$ cat src/verilog/tselic_map.svh
`ifndef TSELIC_MAP_SVH
`define TSELIC_MAP_SVH

// ----------------------------------------------------------------
// interrupt codes and steps
// ----------------------------------------------------------------
`define TSELIC_CODE_TIMEOUT   8'h2c
`define TSELIC_CODE_ARB_SEL   8'h64
`define TSELIC_CODE_LONG_MSG  8'h67
`define TSELIC_CODE_SEL       8'h80
`define TSELIC_CODE_SEL_ATN   8'h81
`define TSELIC_CODE_BUSY_CMD  8'h84
`define TSELIC_CODE_BUSY_MOUT 8'h85
`define TSELIC_STEP_NONE      8'h00
`define TSELIC_STEP_MOUT      8'h81
`define TSELIC_STEP_ID_ATN    8'h82
`define TSELIC_STEP_ID_CMD    8'h93
`define TSELIC_STEP_CMD_PH    8'hb1
`define TSELIC_STEP_CMD_ATN   8'hb2

// ----------------------------------------------------------------
// message layout
// ----------------------------------------------------------------
`define TSELIC_EXT_MSG_CODE   8'h01
`define TSELIC_EXT_LEN_LIMIT  8'h1f
`define TSELIC_KEEP_BYTES     2'd2
`define TSELIC_RESET_BYTE     8'h00
`endif

$ cat src/verilog/tselic_pkg.sv
package tselic_pkg;

  typedef struct packed {
    logic [7:0] code;
    logic [7:0] step;
  } tselic_report_t;

  typedef struct packed {
    logic sel;
    logic sel_atn;
    logic ident_rx;
    logic cmd_rx;
    logic atn_seen;
    logic to_cmd;
    logic to_msgout;
    logic to_msgin;
    logic timeout;
    logic msg_try;
    logic arb_sel;
    logic op_done;
    logic cmd_late;
  } tselic_event_t;

  typedef struct packed {
    logic phase_msg_cmd;
    logic auto_rx;
    logic auto_sel;
  } tselic_mode_t;

  typedef enum logic [1:0] {
    TSELIC_PH_IDLE,
    TSELIC_PH_CMD,
    TSELIC_PH_MSGOUT,
    TSELIC_PH_MSGIN
  } tselic_phase_t;

endpackage

$ cat src/verilog/tselic_mem.sv
module tselic_mem #(
  parameter int WIDTH = 16,
  parameter int DEPTH = 4,
  parameter int AW    = 2
) (
  input  wire logic             clk_i,
  input  wire logic             wr_en_i,
  input  wire logic [AW-1:0]    wr_addr_i,
  input  wire logic [WIDTH-1:0] wr_data_i,
  input  wire logic [AW-1:0]    rd_addr_i,
  output logic      [WIDTH-1:0] rd_data_o
);
  logic [WIDTH-1:0] mem_reg [DEPTH];
  logic [WIDTH-1:0] rd_data_reg;

  always_ff @(posedge clk_i) begin
    if (wr_en_i) begin
      mem_reg[wr_addr_i] <= wr_data_i;
    end
    rd_data_reg <= mem_reg[rd_addr_i];
  end

  assign rd_data_o = rd_data_reg;
endmodule

$ cat src/verilog/tselic_top.sv
`include "tselic_map.svh"

module tselic_top #(
  parameter int QDEPTH = 4,
  parameter int QAW    = 2
) (
  input  wire logic                      clk_i,
  input  wire logic                      rst_i,
  input  wire tselic_pkg::tselic_event_t ev_i,
  input  wire tselic_pkg::tselic_mode_t  mode_i,
  input  wire logic                      buf_busy_i,
  input  wire logic                      msg_byte_stb_i,
  input  wire logic [7:0]                msg_byte_i,
  input  wire logic                      report_ack_i,
  output tselic_pkg::tselic_report_t     report_o,
  output logic                           report_valid_o,
  output logic                           byte_ack_o,
  output logic                           abort_o,
  output logic                           msg_refused_o,
  output logic                           overflow_o
);
  import tselic_pkg::*;

  // ----------------------------------------------------------------
  // helpers
  // ----------------------------------------------------------------
  function automatic tselic_report_t make_rep(input logic [7:0] c,
                                              input logic [7:0] s);
    tselic_report_t r;
    r.code = c;
    r.step = s;
    return r;
  endfunction

  function automatic logic [QAW-1:0] ptr_inc(input logic [QAW-1:0] p);
    return (p == QAW'(QDEPTH - 1)) ? '0 : p + 1'b1;
  endfunction

  // ----------------------------------------------------------------
  // nexus context
  // ----------------------------------------------------------------
  tselic_phase_t phase_reg, phase_next;
  logic          ident_reg, ident_next;
  logic          cmd_reg,   cmd_next;
  logic          atn_reg,   atn_next;
  logic          late_reg,  late_next;

  // ----------------------------------------------------------------
  // message byte tracking
  // ----------------------------------------------------------------
  logic [1:0] bcnt_reg,  bcnt_next;
  logic       ext_reg,   ext_next;
  logic       long_reg,  long_next;
  logic       dead_reg,  dead_next;
  logic       long_hit;

  // ----------------------------------------------------------------
  // report queue and output
  // ----------------------------------------------------------------
  logic [QAW-1:0] wp_reg, wp_next;
  logic [QAW-1:0] rp_reg, rp_next;
  logic [QAW:0]   cnt_reg, cnt_next;
  logic           pend_reg, pend_next;
  tselic_report_t out_reg, out_next;
  logic           val_reg, val_next;
  logic           ovf_reg, ovf_next;
  logic           back_reg, back_next;
  logic           abort_reg, abort_next;
  logic           ref_reg, ref_next;
  tselic_report_t push_rep;
  logic           push;
  logic           pop;
  logic [15:0]    head;

  // ----------------------------------------------------------------
  // report store, read data registered inside
  // ----------------------------------------------------------------
  tselic_mem #(
    .WIDTH (16),
    .DEPTH (QDEPTH),
    .AW    (QAW)
  ) tselic_mem_i (
    .clk_i     (clk_i),
    .wr_en_i   (push && !cnt_reg[QAW]),
    .wr_addr_i (wp_reg),
    .wr_data_i (push_rep),
    .rd_addr_i (rp_reg),
    .rd_data_o (head)
  );

  // ----------------------------------------------------------------
  // byte tracking: long extended message kept to two bytes
  // ----------------------------------------------------------------
  always_comb begin
    bcnt_next = bcnt_reg;
    ext_next  = ext_reg;
    long_next = long_reg;
    dead_next = dead_reg;
    back_next = 1'b0;
    long_hit  = 1'b0;
    // a long message closes the byte path and later timeout reports; a timeout does the same
    if (ev_i.sel || ev_i.to_cmd || ev_i.to_msgout || ev_i.to_msgin) begin
      bcnt_next = '0;
      ext_next  = 1'b0;
      long_next = 1'b0;
      dead_next = 1'b0;
    end else if (msg_byte_stb_i && !dead_reg && !long_reg) begin
      back_next = 1'b1;
      if (bcnt_reg == 2'd0) begin
        ext_next = (msg_byte_i == `TSELIC_EXT_MSG_CODE);
      end
      // length byte counts the bytes after itself: 31 means 33 total
      if (bcnt_reg == 2'd1 && ext_reg &&
          msg_byte_i >= `TSELIC_EXT_LEN_LIMIT) begin
        long_next = 1'b1;
        long_hit  = 1'b1;
      end
      if (bcnt_reg != `TSELIC_KEEP_BYTES) begin
        bcnt_next = bcnt_reg + 2'd1;
      end
    end else if (ev_i.timeout) begin
      dead_next = 1'b1;
    end
  end

  // ----------------------------------------------------------------
  // context and report selection
  // ----------------------------------------------------------------
  always_comb begin
    phase_next = phase_reg;
    ident_next = ident_reg;
    cmd_next   = cmd_reg;
    atn_next   = atn_reg;
    late_next  = late_reg;
    push       = 1'b0;
    push_rep   = make_rep(`TSELIC_STEP_NONE, `TSELIC_STEP_NONE);
    abort_next = 1'b0;
    ref_next   = 1'b0;

    if (ev_i.sel) begin
      phase_next = TSELIC_PH_IDLE;
      ident_next = 1'b0;
      cmd_next   = 1'b0;
      atn_next   = ev_i.sel_atn;
    end
    if (ev_i.ident_rx) ident_next = 1'b1;
    if (ev_i.cmd_rx)   cmd_next   = 1'b1;
    if (ev_i.atn_seen) atn_next   = 1'b1;
    if (ev_i.to_cmd)    phase_next = TSELIC_PH_CMD;
    if (ev_i.to_msgout) phase_next = TSELIC_PH_MSGOUT;
    if (ev_i.to_msgin)  phase_next = TSELIC_PH_MSGIN;
    if (ev_i.cmd_late)  late_next  = 1'b1;

    // one report per cycle; earlier branches win
    if (ev_i.arb_sel) begin
      push     = 1'b1;
      push_rep = make_rep(`TSELIC_CODE_ARB_SEL, `TSELIC_STEP_NONE);
    end else if (ev_i.op_done && late_reg) begin
      push      = 1'b1;
      // a late command in the same cycle re-arms the flag
      late_next = ev_i.cmd_late;
      push_rep  = make_rep(`TSELIC_CODE_ARB_SEL, `TSELIC_STEP_NONE);
    end else if (ev_i.timeout && !dead_reg && !long_reg) begin
      abort_next = 1'b1;
      if (phase_reg == TSELIC_PH_CMD && mode_i.phase_msg_cmd) begin
        push     = 1'b1;
        push_rep = make_rep(`TSELIC_CODE_TIMEOUT, `TSELIC_STEP_CMD_PH);
      end else if (phase_reg == TSELIC_PH_MSGIN && cmd_reg && atn_reg &&
                   !ident_reg && mode_i.phase_msg_cmd &&
                   mode_i.auto_rx) begin
        push     = 1'b1;
        push_rep = make_rep(`TSELIC_CODE_TIMEOUT, `TSELIC_STEP_CMD_ATN);
      end
    end else if (long_hit) begin
      abort_next = 1'b1;
      push_rep.code = `TSELIC_CODE_LONG_MSG;
      if (phase_reg == TSELIC_PH_MSGOUT) begin
        push          = 1'b1;
        push_rep.step = `TSELIC_STEP_MOUT;
      end else if (phase_reg == TSELIC_PH_MSGIN && ident_reg && cmd_reg &&
                   atn_reg) begin
        push          = 1'b1;
        push_rep.step = `TSELIC_STEP_ID_CMD;
      end else if (phase_reg == TSELIC_PH_MSGIN && ident_reg &&
                   atn_reg) begin
        push          = 1'b1;
        push_rep.step = `TSELIC_STEP_ID_ATN;
      end else if (phase_reg == TSELIC_PH_MSGIN && cmd_reg && atn_reg &&
                   mode_i.phase_msg_cmd && mode_i.auto_rx) begin
        push          = 1'b1;
        push_rep.step = `TSELIC_STEP_CMD_ATN;
      end
    end else if (ev_i.sel) begin
      if (!mode_i.auto_sel) begin
        push     = 1'b1;
        push_rep = ev_i.sel_atn ?
                   make_rep(`TSELIC_CODE_SEL_ATN, `TSELIC_STEP_NONE) :
                   make_rep(`TSELIC_CODE_SEL, `TSELIC_STEP_NONE);
      end
    end else if (ev_i.msg_try && buf_busy_i) begin
      if (atn_reg) begin
        push     = 1'b1;
        ref_next = 1'b1;
        push_rep = make_rep(`TSELIC_CODE_BUSY_MOUT, `TSELIC_STEP_NONE);
      end else if (mode_i.phase_msg_cmd) begin
        push     = 1'b1;
        ref_next = 1'b1;
        push_rep = make_rep(`TSELIC_CODE_BUSY_CMD, `TSELIC_STEP_NONE);
      end
    end
  end

  // ----------------------------------------------------------------
  // queue bookkeeping; the read port is registered, so the head is
  // fetched a cycle before it is moved to the output pair
  // ----------------------------------------------------------------
  always_comb begin
    wp_next   = wp_reg;
    rp_next   = rp_reg;
    cnt_next  = cnt_reg;
    pend_next = pend_reg;
    out_next  = out_reg;
    val_next  = val_reg;
    ovf_next  = ovf_reg;
    pop       = 1'b0;
    if (report_ack_i && val_reg) val_next = 1'b0;
    if (pend_reg) begin
      out_next  = head;
      val_next  = 1'b1;
      pend_next = 1'b0;
      pop       = 1'b1;
      rp_next   = ptr_inc(rp_reg);
    end else if (cnt_reg != '0 && !val_next) begin
      pend_next = 1'b1;
    end
    if (push) begin
      if (cnt_reg[QAW]) begin
        ovf_next = 1'b1;  // limitation: report lost when queue is full
      end else begin
        wp_next = ptr_inc(wp_reg);
      end
    end
    cnt_next = cnt_reg + (QAW+1)'(push && !cnt_reg[QAW]) - (QAW+1)'(pop);
  end

  // ----------------------------------------------------------------
  // registers
  // ----------------------------------------------------------------
  always_ff @(posedge clk_i) begin
    if (rst_i) begin
      phase_reg <= TSELIC_PH_IDLE;
      ident_reg <= 1'b0;
      cmd_reg   <= 1'b0;
      atn_reg   <= 1'b0;
      late_reg  <= 1'b0;
      bcnt_reg  <= '0;
      ext_reg   <= 1'b0;
      long_reg  <= 1'b0;
      dead_reg  <= 1'b0;
      back_reg  <= 1'b0;
      abort_reg <= 1'b0;
      ref_reg   <= 1'b0;
      wp_reg    <= '0;
      rp_reg    <= '0;
      cnt_reg   <= '0;
      pend_reg  <= 1'b0;
      out_reg   <= make_rep(`TSELIC_RESET_BYTE, `TSELIC_RESET_BYTE);
      val_reg   <= 1'b0;
      ovf_reg   <= 1'b0;
    end else begin
      phase_reg <= phase_next;
      ident_reg <= ident_next;
      cmd_reg   <= cmd_next;
      atn_reg   <= atn_next;
      late_reg  <= late_next;
      bcnt_reg  <= bcnt_next;
      ext_reg   <= ext_next;
      long_reg  <= long_next;
      dead_reg  <= dead_next;
      back_reg  <= back_next;
      abort_reg <= abort_next;
      ref_reg   <= ref_next;
      wp_reg    <= wp_next;
      rp_reg    <= rp_next;
      cnt_reg   <= cnt_next;
      pend_reg  <= pend_next;
      out_reg   <= out_next;
      val_reg   <= val_next;
      ovf_reg   <= ovf_next;
    end
  end

  // ----------------------------------------------------------------
  // outputs, each straight from a register
  // ----------------------------------------------------------------
  assign report_o       = out_reg;
  assign report_valid_o = val_reg;
  assign byte_ack_o     = back_reg;
  assign abort_o        = abort_reg;
  assign msg_refused_o  = ref_reg;
  assign overflow_o     = ovf_reg;
endmodule

$ cat config.mk
export PLATFORM = sky130hd
export DESIGN_NAME = tselic_top
export DESIGN_NICKNAME = d
export VERILOG_FILES = /design/src/verilog/tselic_pkg.sv /design/src/verilog/tselic_mem.sv /design/src/verilog/tselic_top.sv
export VERILOG_INCLUDE_DIRS = /design/src /design/src/verilog
export SDC_FILE = /design/constraint.sdc
export NUM_CORES = 1
export LEC_CHECK = 0
export BUFFER_PORTS_ARGS = -buffer_cell sky130_fd_sc_hd__buf_2
export CORE_UTILIZATION = 38
export CTS_CLUSTER_DIAMETER = 120
export DETAILED_ROUTE_END_ITERATION = 6
export PLACE_DENSITY = 0.57
export SYNTH_ARGS = -nofsm -noshare
export SYNTH_HDL_FRONTEND = slang
export SYNTH_SLANG_ARGS = --single-unit
$ cat constraint.sdc
create_clock -name clk_i -period 7.7 [get_ports clk_i]
set_clock_uncertainty 0.2 [all_clocks]
set_input_delay 0.77 -clock clk_i [delete_from_list [all_inputs] [get_ports clk_i]]
set_output_delay 0.77 -clock clk_i [all_outputs]
set_load 0.05 [all_outputs]
# Yosys cells after proc, flatten, opt, wreduce, memory -nomap -nowiden
# Memory sizes are Yosys's and may differ from the RTL's. A register that Yosys moved wholly into a read port is not among the register bits.
# Cells that the tools add are included.
# Widths: inputs -> output; s select.
dict set report op_classes {
  n_addsub 5
  n_mul 0
  n_div 0
  n_lt_le_gt_ge 1
  n_eq_ne 8
  shift 0
  mux 57
  bitwise 2
  n_reduce_logical 47
}
# operator count
set op_table {}
lappend op_table {{$mux 16} 9}
lappend op_table {{$mux 1} 35}
lappend op_table {{$mux 8} 4}
lappend op_table {{$mux 14} 2}
lappend op_table {{$logic_and 1x1->1} 23}
lappend op_table {{$mux 2} 6}
lappend op_table {{$reduce_and 2->1} 6}
lappend op_table {{$mux 9} 1}
lappend op_table {{$eq 2x2->1 const B} 4}
lappend op_table {{$eq 8x1->1 const B} 1}
lappend op_table {{$ge 8x5->1 const B} 1}
lappend op_table {{$add 2x1->2 const B} 3}
lappend op_table {{$reduce_bool 2->1} 3}
lappend op_table {{$reduce_or 6->1} 1}
lappend op_table {{$logic_not 1->1} 5}
lappend op_table {{$eq 2x1->1 const B} 2}
lappend op_table {{$reduce_bool 4->1} 1}
lappend op_table {{$reduce_or 2->1} 2}
lappend op_table {{$add 3x1->3} 1}
lappend op_table {{$logic_or 1x1->1} 3}
lappend op_table {{$reduce_bool 3->1} 1}
lappend op_table {{$reduce_or 3->1} 1}
lappend op_table {{$sub 3x1->3} 1}
lappend op_table {{$logic_not 2->1} 1}
lappend op_table {{other kinds (2)} 3}
dict set report word_totals {
  reg_bits 40
  latchBits 0
  ram_bits 64
  romBits 0
  output_inout_bits 21
  elab_cells 141
  mem_count 1
}
# name words word_bits read_ports rd_clocked_by_memory_dff write_ports line
set memory_table {}
lappend memory_table {tselic_mem_i.mem_reg 4 16 1 1 1 tselic_mem.sv:13} ;# logic [WIDTH-1:0] mem_reg [DEPTH];

# Logic depth before layout (Yosys ltp)
dict set report logic_depth {
  depth_word 16
  mapped_depth 13
  mapped_depth_nobuf 13
}

# By module
# A second synthesis with hierarchy kept.
dict set report hier_totals {
  hier_cells 323
  area_unflattened_um2 4580.6
}
# module instances cells_each area_each_um2
set modules_own_cells {}
lappend modules_own_cells {tselic_mem 1 104 2697.6}
lappend modules_own_cells {tselic_top 1 219 1883.1}

# Worst setup path after synthesis
# No wires, ideal clock.
dict set report synth_path {
  path_kind {input to register}
  startpoint {in ev_i[12] in the netlist's numbering}
  endpoint {reg cnt_reg[2]}
  setup_ns 0.128
  t_arrival_ns 3.299
  required_ns 7.372
  setup_slack_ns 4.073
  stages 13
  n_path_buf 1
  cell_sequence {buf_6 nor4_4 nand2_1 or4_4 a41oi_4 inv_1 ha_1 inv_1 ha_1 fa_1 xnor2_1 xnor2_1 nor2_1}
}
dict set report synth_between {
  elab_chain_cells 11
}
# item line
set synth_rtl {}
lappend synth_rtl {{from (decl)} tselic_top.sv:9} ;# input wire tselic_pkg::tselic_event_t ev_i,
lappend synth_rtl {{$logic_or 1x1->1 (3 in a row)} tselic_top.sv:102} ;# if (ev_i.sel || ev_i.to_cmd || ev_i.to_msgout || ev_i.to_msgin) begin
lappend synth_rtl {{$mux 1} tselic_top.sv:102}
lappend synth_rtl {{$mux 1 *} tselic_top.sv:174} ;# end else if (long_hit) begin
lappend synth_rtl {{$mux 1 *} tselic_top.sv:163} ;# end else if (ev_i.timeout && !dead_reg && !long_reg) begin
lappend synth_rtl {{$mux 1 *} tselic_top.sv:158} ;# end else if (ev_i.op_done && late_reg) begin
lappend synth_rtl {{$mux 1 *} tselic_top.sv:155} ;# if (ev_i.arb_sel) begin
lappend synth_rtl {{$logic_and 1x1->1 *} tselic_top.sv:243} ;# cnt_next = cnt_reg + (QAW+1)'(push && !cnt_reg[QAW]) - (QAW+1)'(pop);
lappend synth_rtl {{$add 3x1->3 *} tselic_top.sv:243}
lappend synth_rtl {{$sub 3x1->3 *} tselic_top.sv:243}
lappend synth_rtl {{to (signal assigned)} tselic_top.sv:285} ;# cnt_reg <= cnt_next;
lappend synth_rtl {{to (decl)} tselic_top.sv:62} ;# logic [QAW:0] cnt_reg, cnt_next;
# Every way passes the cells marked *; elsewhere a longest branch is shown, timed or not.
# A chain may end at the register's enable or synchronous reset.

# Worst setup path in the final report
dict set report layout_path {
  startpoint {in msg_byte_i[7]}
  endpoint {reg cnt_reg[2]}
}
dict set report layout_between {
  elab_chain_cells 12
}
# item line
set layout_rtl {}
lappend layout_rtl {{from (decl)} tselic_top.sv:13} ;# input wire logic [7:0] msg_byte_i,
lappend layout_rtl {{$ge 8x5->1 (no source line)} -}
lappend layout_rtl {{$logic_and 1x1->1 (no source line)} -}
lappend layout_rtl {{$mux 1} tselic_top.sv:113} ;# if (bcnt_reg == 2'd1 && ext_reg &&
lappend layout_rtl {{$mux 1} tselic_top.sv:107} ;# end else if (msg_byte_stb_i && !dead_reg && !long_reg) begin
lappend layout_rtl {{$mux 1} tselic_top.sv:102}
lappend layout_rtl {{$mux 1} tselic_top.sv:174}
lappend layout_rtl {{$mux 1} tselic_top.sv:163}
lappend layout_rtl {{$mux 1} tselic_top.sv:158}
lappend layout_rtl {{$mux 1} tselic_top.sv:155}
lappend layout_rtl {{$logic_and 1x1->1} tselic_top.sv:243}
lappend layout_rtl {{$add 3x1->3} tselic_top.sv:243}
lappend layout_rtl {{$sub 3x1->3} tselic_top.sv:243}
# Every way passes these cells.

==> flow_summary.ini <==
[outcome]
outcome = complete, no violations

[synth]
ys_ff_latch = 96
synth-xor-area-share = 0.00681
synth-compound-area-share = 0.0609
async_reset_ff_frac = 0
synthAdderAreaFrac = 0.0376
muxShareOfSynthArea = 0.110
synthSimpleGateAreaFrac = 0.126
synth_ff_type = edfxtp_1
avgSynthCellArea_um2 = 13.0
synth_edf_count = 48
synthesis.area_um2 = 3860
seq_area_frac_synth = 0.622
ys_types = 50
synth_top_family_by_area = simple AND/OR/NAND/NOR gates
ys_warn_count = 0
syn_inst = 296

[clocking]
cts_root_buf = clkbuf_8
cts.clk_slew.worst_paths_ps = 90
numCtsBuffers = 9
cts.sinks = 96
cts_resized = 0
ctsHtreeMaxLevel = 3
clock_path_buffers = 2
cts_tree = built
clk-insertion-delay-late_ps = 360
cts_setup_buffers = 0
holdBufCountCts = 0

[global_routing]
grt_max_degree = 34
grt_pass1_vias = 2189
grt_first_pass_wirelength_mm = 11.1
globalRouteOverflowTotal = 0
grt_antenna_before_repair = 0
grtUsageTotal = 0.144

[sta]
slew_headroom = 0.357
fmax_mhz = 281
tightestPinTransition_ps = 963
final-hold-violation-count = 0
slew_violations = 0
fin_crit_ps = 3560
fin_setup_tns_ps = 0
post-route-period-util = 0.463
rsz0062_at_grt = no
setup_violations = 0

[final_layout]
nFillCells = 957
finalNetCount = 380
largest_reg_flops = 48
final_cell_area_um2 = 4370
area_growth_pct = 13.1
multiInputGateArea_um2 = 1330
layout.area.seq_um2 = 2400
drive_above_1_share = 0.243
antenna_cells_inserted = 0

[placement]
routabilityCongestion = 0.854
dp_hpwl_mm = 4.80
portBuffers = 45
place_area_um2 = 4180

[job]
maxCapViolCount = 0

[floorplan]
start_util = 0.393
rows = 36
core_um2 = 9820
dieWidth_um = 103
dieArea_um2 = 10600
ios = 50
die_height_um = 103

[worst_setup_path]
criticalPathCategory = input port to register
crit_arrival_ps = 3590
cp_max_fo = 7
worstSetupStartpointType = input port
endpoint_kind = register
crit_required_ps = 7720

[routing]
num_vias = 2297
wl_per_cell_um = 14.4
drt-initial-drc-count = 80
wl_mm = 6.87
drc = 0
via_per_inst = 4.81
ant_nets = 0
dr.pass1.iters = 4

[hold_path]
hold_class = register to register

[power]
ir_worst_vdd_v = 0.000111
leakagePower_nw = 1.65
p_per_area_nw_per_um2 = 303
-- through the flow --
step | power, mW | setup WS (ps) | hold WS (ps) | instances | utilization
after global routing | 1.40 | 3980 | 293 | 478 | 0.445
after floorplan | 0.956 | 4070 | 240 | 299 | -
after detailed placement | 1.03 | 3730 | 244 | 462 | 0.426
after CTS | 1.34 | 4140 | 258 | 478 | 0.445
final | 1.32 | 4140 | 250 | 478 | 0.445
after global placement | 1.03 | 3860 | 231 | 462 | 0.426
-- synth_stat cells, types with 2 or more instances --
cell type,number,area share
mux4_2,12,0.070
mux2i_1,14,0.036
ha_1,10,0.032
nor2_1,44,0.043
buf_4,4,0.0078
nor2b_1,3,0.0049
edfxtp_1,48,0.37
nor3_1,6,0.0078
o22ai_1,2,0.0032
or4_1,2,0.0039
a211oi_1,2,0.0039
xnor2_1,3,0.0068
nand2_1,12,0.012
o211a_1,2,0.0052
o21ai_0,2,0.0026
o31ai_1,3,0.0058
nand2b_1,5,0.0081
clkbuf_1,5,0.0049
nand3_1,4,0.0052
dfxtp_1,48,0.25
buf_1,4,0.0039
a21oi_1,13,0.017
nand4_1,4,0.0065
and3_1,2,0.0032
and2_2,3,0.0058
inv_1,15,0.015
-- area by class of cell --
class	instances	area share
repair buffers	45	0.0516
clock inverters	7	0.0138
inverters	15	0.0129
multi-input cells	173	0.305
well taps	133	0.0381
clock buffers	9	0.0284
flip-flops and latches	96	0.550
-- cell usage in the layout (no fill, tap or decap), drive strengths merged, types with 5 or more instances in the layout --
master	netlist	routed
inv	15	20
mux2i	14	14
nor3	6	6
buf	10	45
edfxtp	48	48
a21oi	13	13
dfxtp	48	48
nor2	44	44
mux4	12	12
nand2	12	12
ha	10	10
clkbuf	5	9
and2	5	5
nand2b	5	5
-- worst max-delay path: stages --
cell and delay, ps:
buf_2 90, or3_1 380, a31oi_1 360, o211ai_1 280, a41oi_4 390, inv_1 80
ha_1 270, inv_1 40, ha_1 180, fa_1 370, xnor2_1 190, xnor2_1 140
nor2_1 50
-- per-layer routing --
metal,vias up,wire (um),GRT usage
met1,1078,3230,0.183
met3,9,316,0.0407
met4,0,141,0.0585
li1,1143,-,-
met2,67,3180,0.232
met5,-,0,0
-- kinds of logic after synthesis --
| logic type | count (synthesis) |
|---|---|
| DFF | 96 |
| and+or+nand+nor | 95 |
| AOI/OAI and AO/OA | 33 |
| buffers and inverters | 30 |
| muxes | 27 |
| adders and majority gates | 11 |
| xor gates and xnor gates | 3 |
| other | 1 |
-- report_power, final --
part	leakage, nW	switching [mW]	internal [mW]
combinational	0.721	0.169	0.130
sequential	0.838	0.0702	0.646
clock	0.0931	0.183	0.124
total	1.65	0.422	0.900
-- path summary, 6_finish.rpt --
check,start,endpoint,slack [ps],cells after the start
setup / recovery,msg_byte_i[7],cnt_reg[2]$_SDFF_PP0_,4140,13
hold / removal,overflow_o$_SDFFE_PP0P_,overflow_o$_SDFFE_PP0P_,250,2
setup reg to reg,phase_reg[1]$_SDFFE_PP0P_,cnt_reg[2]$_SDFF_PP0_,4340,12
hold reg to reg,overflow_o$_SDFFE_PP0P_,overflow_o$_SDFFE_PP0P_,250,2
No activity file was read; power rests on OpenSTA's default activity.
